`src/common/iepr_map.vh`:
```
// register offsets, field positions and reset values for the enable/priority block
`ifndef IEPR_MAP_VH
`define IEPR_MAP_VH
`define IEPR_ENABLE_ADDR      8'hA8
`define IEPR_PRIORITY_ADDR    8'hB8
`define IEPR_ENABLE_RESET     8'h00
`define IEPR_PRIORITY_RESET   8'h80
`define IEPR_PRIORITY_RO_MASK 8'h80
`define IEPR_GLOBAL_BIT       7
`define IEPR_SERIAL_BIT       6
`define IEPR_TIMER2_BIT       5
`define IEPR_ASYNC_BIT        4
`define IEPR_TIMER1_BIT       3
`define IEPR_EXT1_BIT         2
`define IEPR_TIMER0_BIT       1
`define IEPR_EXT0_BIT         0
`define IEPR_NUM_SRC          7
`define IEPR_IDX_W            3
`define IEPR_CALL_CYCLES      4
`define IEPR_DETECT_CYCLES    1
`endif

```
`src/hdl/iepr_pick.v`:
```
// fixed-order picker: lowest set index wins
`timescale 1ns/1ps
`include "iepr_map.vh"
module iepr_pick (
	// candidate requests
	input  wire [`IEPR_NUM_SRC-1:0] req_in,
	// winner
	output reg                      any_out,
	output reg  [`IEPR_IDX_W-1:0]   idx_out
);
	integer i;
	// scan from the top so the lowest index is written last
	always @* begin
		any_out = 1'b0;
		idx_out = {`IEPR_IDX_W{1'b0}};
		for (i = `IEPR_NUM_SRC-1; i >= 0; i = i - 1) begin
			if (req_in[i]) begin
				any_out = 1'b1;
				idx_out = i[`IEPR_IDX_W-1:0];
			end
		end
	end
endmodule // iepr_pick

```
`src/hdl/iepr_top.v`:
```
// interrupt enable and priority registers with masked, prioritised request outputs
// Notes on behaviour
// - global enable off blocks every source
// - serial peripheral mask gates its requests
// - timer2 mask gates either overflow flag
// - async port mask gates its interrupt
// - timer1 mask gates overflow requests
// - external line 1 mask gates requests
// - timer0 mask gates overflow requests
// - external line 0 mask gates requests
// - priority bit 6 sets serial peripheral level
// - priority bit 7 reads one, ignores writes
// - high preempts low; high never preempted
// - same level resolved by fixed source order
// - requests sampled and decoded every cycle
`timescale 1ns/1ps
`include "iepr_map.vh"
module iepr_top (
	// clock and reset
	input  wire                     clk_in,
	input  wire                     resetn_in,
	// special register access from the core
	input  wire [7:0]               sfr_addr_in,
	input  wire                     sfr_wr_in,
	input  wire [7:0]               sfr_wdata_in,
	output reg  [7:0]               sfr_rdata_out,
	// peripheral pending flags
	input  wire                     ext_line0_input_in,
	input  wire                     timer0_overflow_flag_in,
	input  wire                     ext_line1_input_in,
	input  wire                     timer1_overflow_flag_in,
	input  wire                     async_serial_unit_irq_in,
	input  wire                     timer2_low_overflow_flag_in,
	input  wire                     timer2_high_overflow_flag_in,
	input  wire                     serial_periph_unit_irq_in,
	// core service tracking
	input  wire                     vector_taken_in,
	input  wire                     service_return_in,
	// requests to vectoring logic
	output reg                      irq_req_out,
	output reg  [`IEPR_IDX_W-1:0]   irq_idx_out,
	output reg                      irq_high_out,
	output wire [`IEPR_NUM_SRC-1:0] masked_req_out,
	output wire [1:0]               active_level_out
);
	////////////////////////////////////////////////////////////////////////
	reg       rst_meta;
	reg       rst_sync;
	reg [7:0] interrupt_enable;
	reg [6:0] interrupt_priority_rw;
	reg       in_low;
	reg       in_high;
	wire [7:0] interrupt_priority;
	wire [`IEPR_NUM_SRC-1:0] raw_req;
	wire [`IEPR_NUM_SRC-1:0] en_req;
	wire [`IEPR_NUM_SRC-1:0] hi_req;
	wire [`IEPR_NUM_SRC-1:0] lo_req;
	wire                     hi_any;
	wire                     lo_any;
	wire [`IEPR_IDX_W-1:0]   hi_idx;
	wire [`IEPR_IDX_W-1:0]   lo_idx;
	reg                      next_req;
	reg  [`IEPR_IDX_W-1:0]   next_idx;
	reg                      next_high;

	// reset release through two flops; assert is asynchronous
	always @(posedge clk_in or negedge resetn_in) begin
		if (!resetn_in) begin
			rst_meta <= 1'b0;
			rst_sync <= 1'b0;
		end else begin
			rst_meta <= 1'b1;
			rst_sync <= rst_meta;
		end
	end

	////////////////////////////////////////////////////////////////////////
	// register writes; bit 7 of priority has no storage at all
	always @(posedge clk_in or negedge rst_sync) begin
		if (!rst_sync) begin
			interrupt_enable      <= `IEPR_ENABLE_RESET;
			interrupt_priority_rw <= 7'h00;
		end else if (sfr_wr_in) begin
			if (sfr_addr_in == `IEPR_ENABLE_ADDR)
				interrupt_enable <= sfr_wdata_in;
			if (sfr_addr_in == `IEPR_PRIORITY_ADDR)
				interrupt_priority_rw <= sfr_wdata_in[6:0];
		end
	end

	// top bit forced high on read
	assign interrupt_priority = {1'b1, interrupt_priority_rw};

	// read mux; unmapped addresses read zero
	always @* begin
		case (sfr_addr_in)
			`IEPR_ENABLE_ADDR:   sfr_rdata_out = interrupt_enable;
			`IEPR_PRIORITY_ADDR: sfr_rdata_out = interrupt_priority;
			default:             sfr_rdata_out = 8'h00;
		endcase
	end

	////////////////////////////////////////////////////////////////////////
	// source vector in fixed arbitration order, index 0 first
	assign raw_req[0] = ext_line0_input_in;
	assign raw_req[1] = timer0_overflow_flag_in;
	assign raw_req[2] = ext_line1_input_in;
	assign raw_req[3] = timer1_overflow_flag_in;
	assign raw_req[4] = async_serial_unit_irq_in;
	assign raw_req[5] = timer2_low_overflow_flag_in | timer2_high_overflow_flag_in;
	assign raw_req[6] = serial_periph_unit_irq_in;

	// enable bits line up with source index; global bit overrides all
	genvar g;
	generate
		for (g = 0; g < `IEPR_NUM_SRC; g = g + 1) begin : gen_mask
			assign en_req[g] = raw_req[g] & interrupt_enable[g]
				& interrupt_enable[`IEPR_GLOBAL_BIT];
			assign hi_req[g] = en_req[g] & interrupt_priority[g];
			assign lo_req[g] = en_req[g] & ~interrupt_priority[g];
		end
	endgenerate

	assign masked_req_out   = en_req;
	assign active_level_out = {in_high, in_low};

	iepr_pick u_pick_hi (
		.req_in  (hi_req),
		.any_out (hi_any),
		.idx_out (hi_idx)
	);

	iepr_pick u_pick_lo (
		.req_in  (lo_req),
		.any_out (lo_any),
		.idx_out (lo_idx)
	);

	////////////////////////////////////////////////////////////////////////
	// preemption: high beats idle/low service, low only when idle
	always @* begin
		next_req  = 1'b0;
		next_idx  = {`IEPR_IDX_W{1'b0}};
		next_high = 1'b0;
		if (hi_any && !in_high) begin
			next_req  = 1'b1;
			next_idx  = hi_idx;
			next_high = 1'b1;
		end else if (lo_any && !in_high && !in_low) begin
			next_req  = 1'b1;
			next_idx  = lo_idx;
		end
	end

	// one cycle of detect latency, refreshed every clock
	always @(posedge clk_in or negedge rst_sync) begin
		if (!rst_sync) begin
			irq_req_out  <= 1'b0;
			irq_idx_out  <= {`IEPR_IDX_W{1'b0}};
			irq_high_out <= 1'b0;
		end else begin
			irq_req_out  <= next_req;
			irq_idx_out  <= next_idx;
			irq_high_out <= next_high;
		end
	end

	// service level tracking; return unwinds the innermost level first
	always @(posedge clk_in or negedge rst_sync) begin
		if (!rst_sync) begin
			in_low  <= 1'b0;
			in_high <= 1'b0;
		end else if (vector_taken_in && irq_req_out) begin
			if (irq_high_out)
				in_high <= 1'b1;
			else
				in_low <= 1'b1;
		end else if (service_return_in) begin
			if (in_high)
				in_high <= 1'b0;
			else
				in_low <= 1'b0;
		end
	end
endmodule // iepr_top

```
`config.mk`:
```
export PLATFORM = sky130hd
export DESIGN_NAME = iepr_top
export DESIGN_NICKNAME = d
export VERILOG_FILES = /design/src/hdl/iepr_pick.v /design/src/hdl/iepr_top.v
export VERILOG_INCLUDE_DIRS = /design/src /design/src/common
export SDC_FILE = /design/constraint.sdc
export NUM_CORES = 1
export LEC_CHECK = 0
export BUFFER_PORTS_ARGS = -buffer_cell sky130_fd_sc_hd__buf_2
export CAP_MARGIN = 10
export CORE_UTILIZATION = 45
export CTS_BUF_LIST = sky130_fd_sc_hd__clkbuf_8
export DETAILED_ROUTE_END_ITERATION = 12
export GPL_ROUTABILITY_DRIVEN = 0
export PLACE_DENSITY_LB_ADDON = 0.25
export SYNTH_ARGS = -nofsm -noshare
export SYNTH_HDL_FRONTEND = slang
export SYNTH_SLANG_ARGS = --single-unit
```
`constraint.sdc`:
```
create_clock -name clk_in -period 1.22 [get_ports clk_in]
set_input_delay 0.183 -clock clk_in [delete_from_list [all_inputs] [get_ports clk_in]]
set_output_delay 0.183 -clock clk_in [all_outputs]
set_load 0.005 [all_outputs]
```
# Word level (Yosys, flattened, before mapping)

Index checks and enable logic that the tools add are counted.
Widths: inputs -> output; s select.

Memories: 0
Memory bits (read-only): 0
Input port bits: 29
Bits in latches: 0
Register bits after elaboration: 24
Bits in writable memories: 0

Shifts and indexed selects: 0
Add/sub/neg operators: 0
Reductions and logical operators: 11
Multiplexer cells: 41
Bitwise logic cells: 36
$lt $le $gt $ge: 0
Equal/unequal tests: 5
Multiply operators: 0
Divide/modulo/power cells: 0

Operators with widths:

| kind               | number |
|---|---|
| $mux 3             | 16 |
| $and 1x1->1        | 28 |
| $mux 1             | 24 |
| $eq 8x8->1 const B | 2 |
| $pmux 8 s2         | 1 |
| $not 1->1          | 7 |
| $reduce_and 2->1   | 3 |
| $logic_and 1x1->1  | 4 |
| $ne 2x2->1 const B | 2 |
| $reduce_and 3->1   | 1 |
| $logic_not 1->1    | 2 |
| $ne 2x1->1 const B | 1 |
| $reduce_bool 2->1  | 1 |
| $or 1x1->1         | 1 |

# Logic depth before layout (Yosys ltp)

Depth after elaboration: 14
Gate-level depth with buffers: 7

# Hierarchy

A second synthesis with hierarchy kept.

Cell total of the unflattened synthesis: 126
Area, all modules: 1387.6 µm²

Modules (own cells, without submodules):

| module    | cells an instance | times used | sequential area each (µm²) | area an instance (µm²) |
|---|---|---|---|---|
| iepr_top  | 104               | 1          | 600.6                      | 1255.0 |
| iepr_pick | 11                | 2          | 0.0                        | 66.3 |

# Worst setup path after synthesis

Ideal clock, no wire load.

Kind: register -> register
Start: register interrupt_enable[7]
End: register irq_idx_out[1]
Required time: 1.116 ns
Data arrival time: 1.537 ns
Buffers on the path: 1
Path slack: -0.421 ns
Clock period less this slack: 1.641 ns
Cell stages (with the launch flop): 6
Path through: dfrtp_1 buf_6 and3_4 a22o_1 or3_4 o41ai_2

RTL lines:

| element                         | line           | source |
|---|---|---|
| start, declared                 | iepr_top.v:49  | `reg [7:0] interrupt_enable;` |
| start signal, assigned          | iepr_top.v:81  | `` interrupt_enable <= `IEPR_ENABLE_RESET; `` |
| start signal, assigned          | iepr_top.v:85  | `interrupt_enable <= sfr_wdata_in;` |
| $and 1x1->1 (*)                 | iepr_top.v:117 | `assign en_req[g] = raw_req[g] & interrupt_enable[g]` |
| net masked_req_out[2]           | iepr_top.v:43  | `` output wire [`IEPR_NUM_SRC-1:0] masked_req_out, `` |
| $and 1x1->1                     | iepr_top.v:120 | `assign lo_req[g] = en_req[g] & ~interrupt_priority[g];` |
| $mux 1 (3 in series)            | iepr_pick.v:17 | `if (req_in[i]) begin` |
| $logic_and 1x1->1 (2 in series) | iepr_top.v:149 | `end else if (lo_any && !in_high && !in_low) begin` |
| $mux 3                          | iepr_top.v:149 |  |
| $mux 3 (*)                      | iepr_top.v:145 | `if (hi_any && !in_high) begin` |
| net next_idx[1]                 | iepr_top.v:63  | `` reg [`IEPR_IDX_W-1:0] next_idx; `` |
| end signal, assigned            | iepr_top.v:159 | `` irq_idx_out <= {`IEPR_IDX_W{1'b0}}; `` |
| end signal, assigned            | iepr_top.v:163 | `irq_idx_out <= next_idx;` |
| end, declared                   | iepr_top.v:41  | `` output reg [`IEPR_IDX_W-1:0] irq_idx_out, `` |

The timed path passes the listed nets; every way through them passes the cells marked *.
A chain may end at the register's enable or synchronous reset.

# Final worst setup path

Start: register interrupt_enable[7]
End: register irq_idx_out[1]

Word-level cells in the longest chain between the ends: 13

RTL lines:

| element                         | line |
|---|---|
| $and 1x1->1                     | iepr_top.v:117 |
| $and 1x1->1                     | iepr_top.v:120 |
| $mux 1 (7 in series)            | iepr_pick.v:17 |
| $logic_and 1x1->1 (2 in series) | iepr_top.v:149 |
| $mux 3                          | iepr_top.v:149 |
| $mux 3 (*)                      | iepr_top.v:145 |
| net next_idx[1]                 | iepr_top.v:63 |

Marked as above.

==> results.md <==
| Parameter | Value |
|---|---|
| Share of total power consumed by net switching | 21.8% |
| Pin count of the biggest net entering global routing | 23 |
| Die area | 3130 um2 |
| Failing checks | setup timing |
| Drt first-iter violations | 65 |
| Net switching component of the power | 0.000385 W |
| Clock tree from TritonCTS | yes |
| Share of power burned in the clock network | 39.8% |
| Clock slew seen by the registers of the worst setup and hold paths | 0.09 ns |
| Outcome | finished with violations |
| Most repeated cell in the gate-level netlist after synthesis | sky130_fd_sc_hd__dfrtp_1 |
| Worst VDD drop | 0.809 mV |
| Post-route setup slack | -0.517 ns |
| Number of fill cells in the layout | 187 |
| Cell types with the highest counts after synthesis | sky130_fd_sc_hd__dfrtp_1, sky130_fd_sc_hd__mux2_2, sky130_fd_sc_hd__a22o_1, sky130_fd_sc_hd__nor2_1, sky130_fd_sc_hd__o21ai_0 |
| Cell area after synthesis | 1310 um2 |
| Part of the Yosys area used for sequential elements | 45.8% |
| Arrival @ worst endpoint | 1.89 ns |
| Maximum operating frequency | 0.576 GHz |
| Post-route fraction of the period consumed by the critical path | 142% |
| Clock root buffer master | sky130_fd_sc_hd__clkbuf_8 |
| Logic pwr share | 12.2% |
| Max-cap viol count | 0 |
| Initial cell density of the core | 47.5% |
| Total power density per cell area | 834 nW/um2 |
| Number of buffers added by the clock tree synthesis step | 3 |
| Startpoint types | flop |
| Die W | 56.0 um |
| Number of sinks on the clock net | 24 |
| Multi-input gate area in the final layout | 764 um2 |
| Antenna violations before repair | 0 |
| Average vias per placed instance | 6.11 |
| Global-route usage over all layers | 25.8% |
| Synth Instances | 115 |
| Synthesized area per cell | 11.4 um2 |
| Count of different cell masters after synthesis | 39 |
| Global route overflow | 0 |
| Number of detailed-routing iterations run before antenna repair | 4 |
| Kind of cell adding the most delay to the critical path | simple AND/OR/NAND/NOR gates |
| Final setup TNS | -7.94 ns |
| Count of yosys warnings during synthesis | 0 |
| Synth-to-Final Area Change | 61.2% |
| Total DRC errors in the routed layout | 0 |
| Crit path kind | flop to flop |
| Post-detail-place hpwl | 2730 um |
| Worst min path class | primary input to flop |
| Final Hold Vio Count | 0 |
| Sequential standard cell area | 601 um2 |
| Max Fanout on Critical Path | 4 |
| Final Total Pwr | 0.00176 W |
| FF+latch count, synth | 24 |
| Wire length of the first global-routing pass | 6310 um |
| Detail Route Antenna Nets | 0 |
| Number of nets at the end of the flow | 235 |
| Peak per-stage delay on the critical path | 0.43 ns |
| Critical-path top delay cell | sky130_fd_sc_hd__dfrtp_1 |
| Share of async-settable or async-resettable flops after synthesis | 100% |
| Buf+Inv Stages, Crit Path | 1 |
| Latest clock arrival within the worst-skew pair | 0.27 ns |
| Worst clock skew | 0.00280 ns |
| Share of total power in sequential cells | 48.1% |
| Endpoint class of the critical path | flop |
| Routed wire length | 4240 um |
| Top Ports | 51 |
| Synth area leaders | sky130_fd_sc_hd__dfrtp_1, sky130_fd_sc_hd__mux2_2, sky130_fd_sc_hd__a22o_1 |
| Leading register cell type out of synthesis | sky130_fd_sc_hd__dfrtp_1 |
| Share of the synthesized area in the top cell type | 45.8% |
| Number of setup violations in the final report | 35 |
| Int Pwr | 0.00138 W |
| Number of slew-limit violations in the final report | 0 |
| Count of antenna diodes in the layout | 0 |
| Routed length per instance | 17.9 um |
| Port Buffer Count | 50 |
| Worst slack, placed | -0.455 ns |
| RSZ-0062 raised after global routing | yes |
| Ratio of cells with drive above 1 in the final layout | 63.4% |
| Number of global-route vias before repair | 1436 |
| Chip height | 56.0 um |
| Biggest area consumer among synthesized cells | sky130_fd_sc_hd__dfrtp_1 |
| Min Tclk post-route | 1.74 ns |
| Worst EP required | 1.37 ns |
| Critical path, cell by cell | buf_4 > and3_4 > a22o_1 > or3_4 > o41ai_2 |
| Mapped Nets | 144 |
| P_leak | 1.15 nW |
| Floorplan core area | 2760 um2 |
| Rows | 19 |
| Count of flip-flops with a built-in enable after synthesis | 0 |
| Maximum level of the CTS H-tree | 1 |
| Post-layout utilization of the core | 76.6% |
| Maximum root-to-sink buffer count | 2 |
| Detailed-route via count | 1443 |
==> power by group through the flow <==
stage / clock, W / combinational [W] / sequential, W
6_report: 0.000701 / 0.000214 / 0.000848
5_1_grt: 0.000746 / 0.000229 / 0.000851
4_1_cts: 0.000713 / 0.000196 / 0.000845
3_5_place_dp: 0 / 0.000180 / 0.000860
3_3_place_gp: 0 / 0.000170 / 0.000858
2_1_floorplan: 0 / 0.0000520 / 0.000870
==> timing repair <==
action	CTS	global route
hold buffers	1	0
setup buffers	5	4
cloned	0	1
setup endpoints to repair	35	35
gates resized for setup	14	11
pin swaps	13	8
endpoints found under the hold margin	2	0
==> registers in the layout, indices dropped and copies added (netlist names) <==
signal                 flops
in_high                    1
irq_high_out               1
interrupt_enable           8
irq_idx_out                3
irq_req_out                1
rst_sync                   1
in_low                     1
rst_meta                   1
interrupt_priority_rw      7
==> stage by stage <==
step,hold slack [ns],std cells,cell area [um2]
2_1_floorplan,-0.113,115,1350
3_3_place_gp,-0.0326,222,1850
3_5_place_dp,-0.0319,222,1850
4_1_cts,0.133,232,2040
5_1_grt,0.137,236,2110
6_report,0.137,236,2110
==> worst register-to-register path, stage by stage, from the launching register on <==
cell and delay [ns]:
sky130_fd_sc_hd__dfrtp_1 0.43, sky130_fd_sc_hd__buf_4 0.17, sky130_fd_sc_hd__and3_4 0.17, sky130_fd_sc_hd__a22o_1 0.24
sky130_fd_sc_hd__or3_4 0.35, sky130_fd_sc_hd__o41ai_2 0.27
==> final cells by class <==
| cell class | count | area share (%) |
|---|---|---|
| clock inverter | 1 | 1.42 |
| clock buffer | 3 | 1.95 |
| tap | 31 | 1.84 |
| multi-input combinational | 84 | 36.2 |
| sequential | 24 | 28.4 |
| inverter | 3 | 0.533 |
| timing repair buffer | 90 | 29.7 |
==> path summary, 6_finish.rpt <==
kind                                                 start                               to  slack (ns)  cells past startpoint
max                        interrupt_enable[7]$_DFFE_PN0P_         irq_idx_out[1]$_DFF_PN0_       -0.52                      5
min                                        sfr_wdata_in[7]  interrupt_enable[7]$_DFFE_PN0P_        0.14                      2
max reg2reg                interrupt_enable[7]$_DFFE_PN0P_         irq_idx_out[1]$_DFF_PN0_       -0.52                      5
min reg2reg                             rst_sync$_DFF_PN0_  interrupt_enable[2]$_DFFE_PN0P_        0.21                      1
max in group asynchronous               rst_sync$_DFF_PN0_  interrupt_enable[4]$_DFFE_PN0P_        0.78                      1
min in group asynchronous               rst_sync$_DFF_PN0_  interrupt_enable[2]$_DFFE_PN0P_        0.21                      1
==> logic make-up (layout without fill, tap and decap cells) <==
logic type	count (synthesis)	after routing	share of synthesized area (%)
buffers and inverters	7	97	3.24
AND/OR/NAND/NOR	39	39	20.5
multiplexers	15	15	12.9
AO/OA/AOI/OAI	29	29	17.3
flip-flops	24	24	45.8
other	1	1	0.286
==> cells in the final DEF, fill, tap and decap left out, types with 2 or more instances in the layout <==
cell	count
sky130_fd_sc_hd__buf_12	2
sky130_fd_sc_hd__nand3_2	2
sky130_fd_sc_hd__buf_2	47
sky130_fd_sc_hd__nand4b_1	5
sky130_fd_sc_hd__and3_4	4
sky130_fd_sc_hd__a22o_1	8
sky130_fd_sc_hd__nor2_1	7
sky130_fd_sc_hd__a21o_1	2
sky130_fd_sc_hd__inv_2	2
sky130_fd_sc_hd__o211ai_1	2
sky130_fd_sc_hd__buf_4	29
sky130_fd_sc_hd__nand4_1	3
sky130_fd_sc_hd__clkbuf_8	3
sky130_fd_sc_hd__nand2_8	2
sky130_fd_sc_hd__buf_6	11
sky130_fd_sc_hd__mux2_2	14
sky130_fd_sc_hd__nor2_4	2
sky130_fd_sc_hd__dfrtp_1	24
sky130_fd_sc_hd__o21ai_0	4
sky130_fd_sc_hd__nand2_1	5
==> layer usage <==
layer | part of all wire [%] | vias to the layer above | track usage, %
met5 | 0 | - | 0
met4 | 4.1 | 0 | 14.3
met3 | 5.5 | 24 | 3.26
met2 | 52 | 79 | 45.6
met1 | 39 | 714 | 30.2
li1 | - | 626 | -
Note: power is estimated with default switching activity, not from simulation.
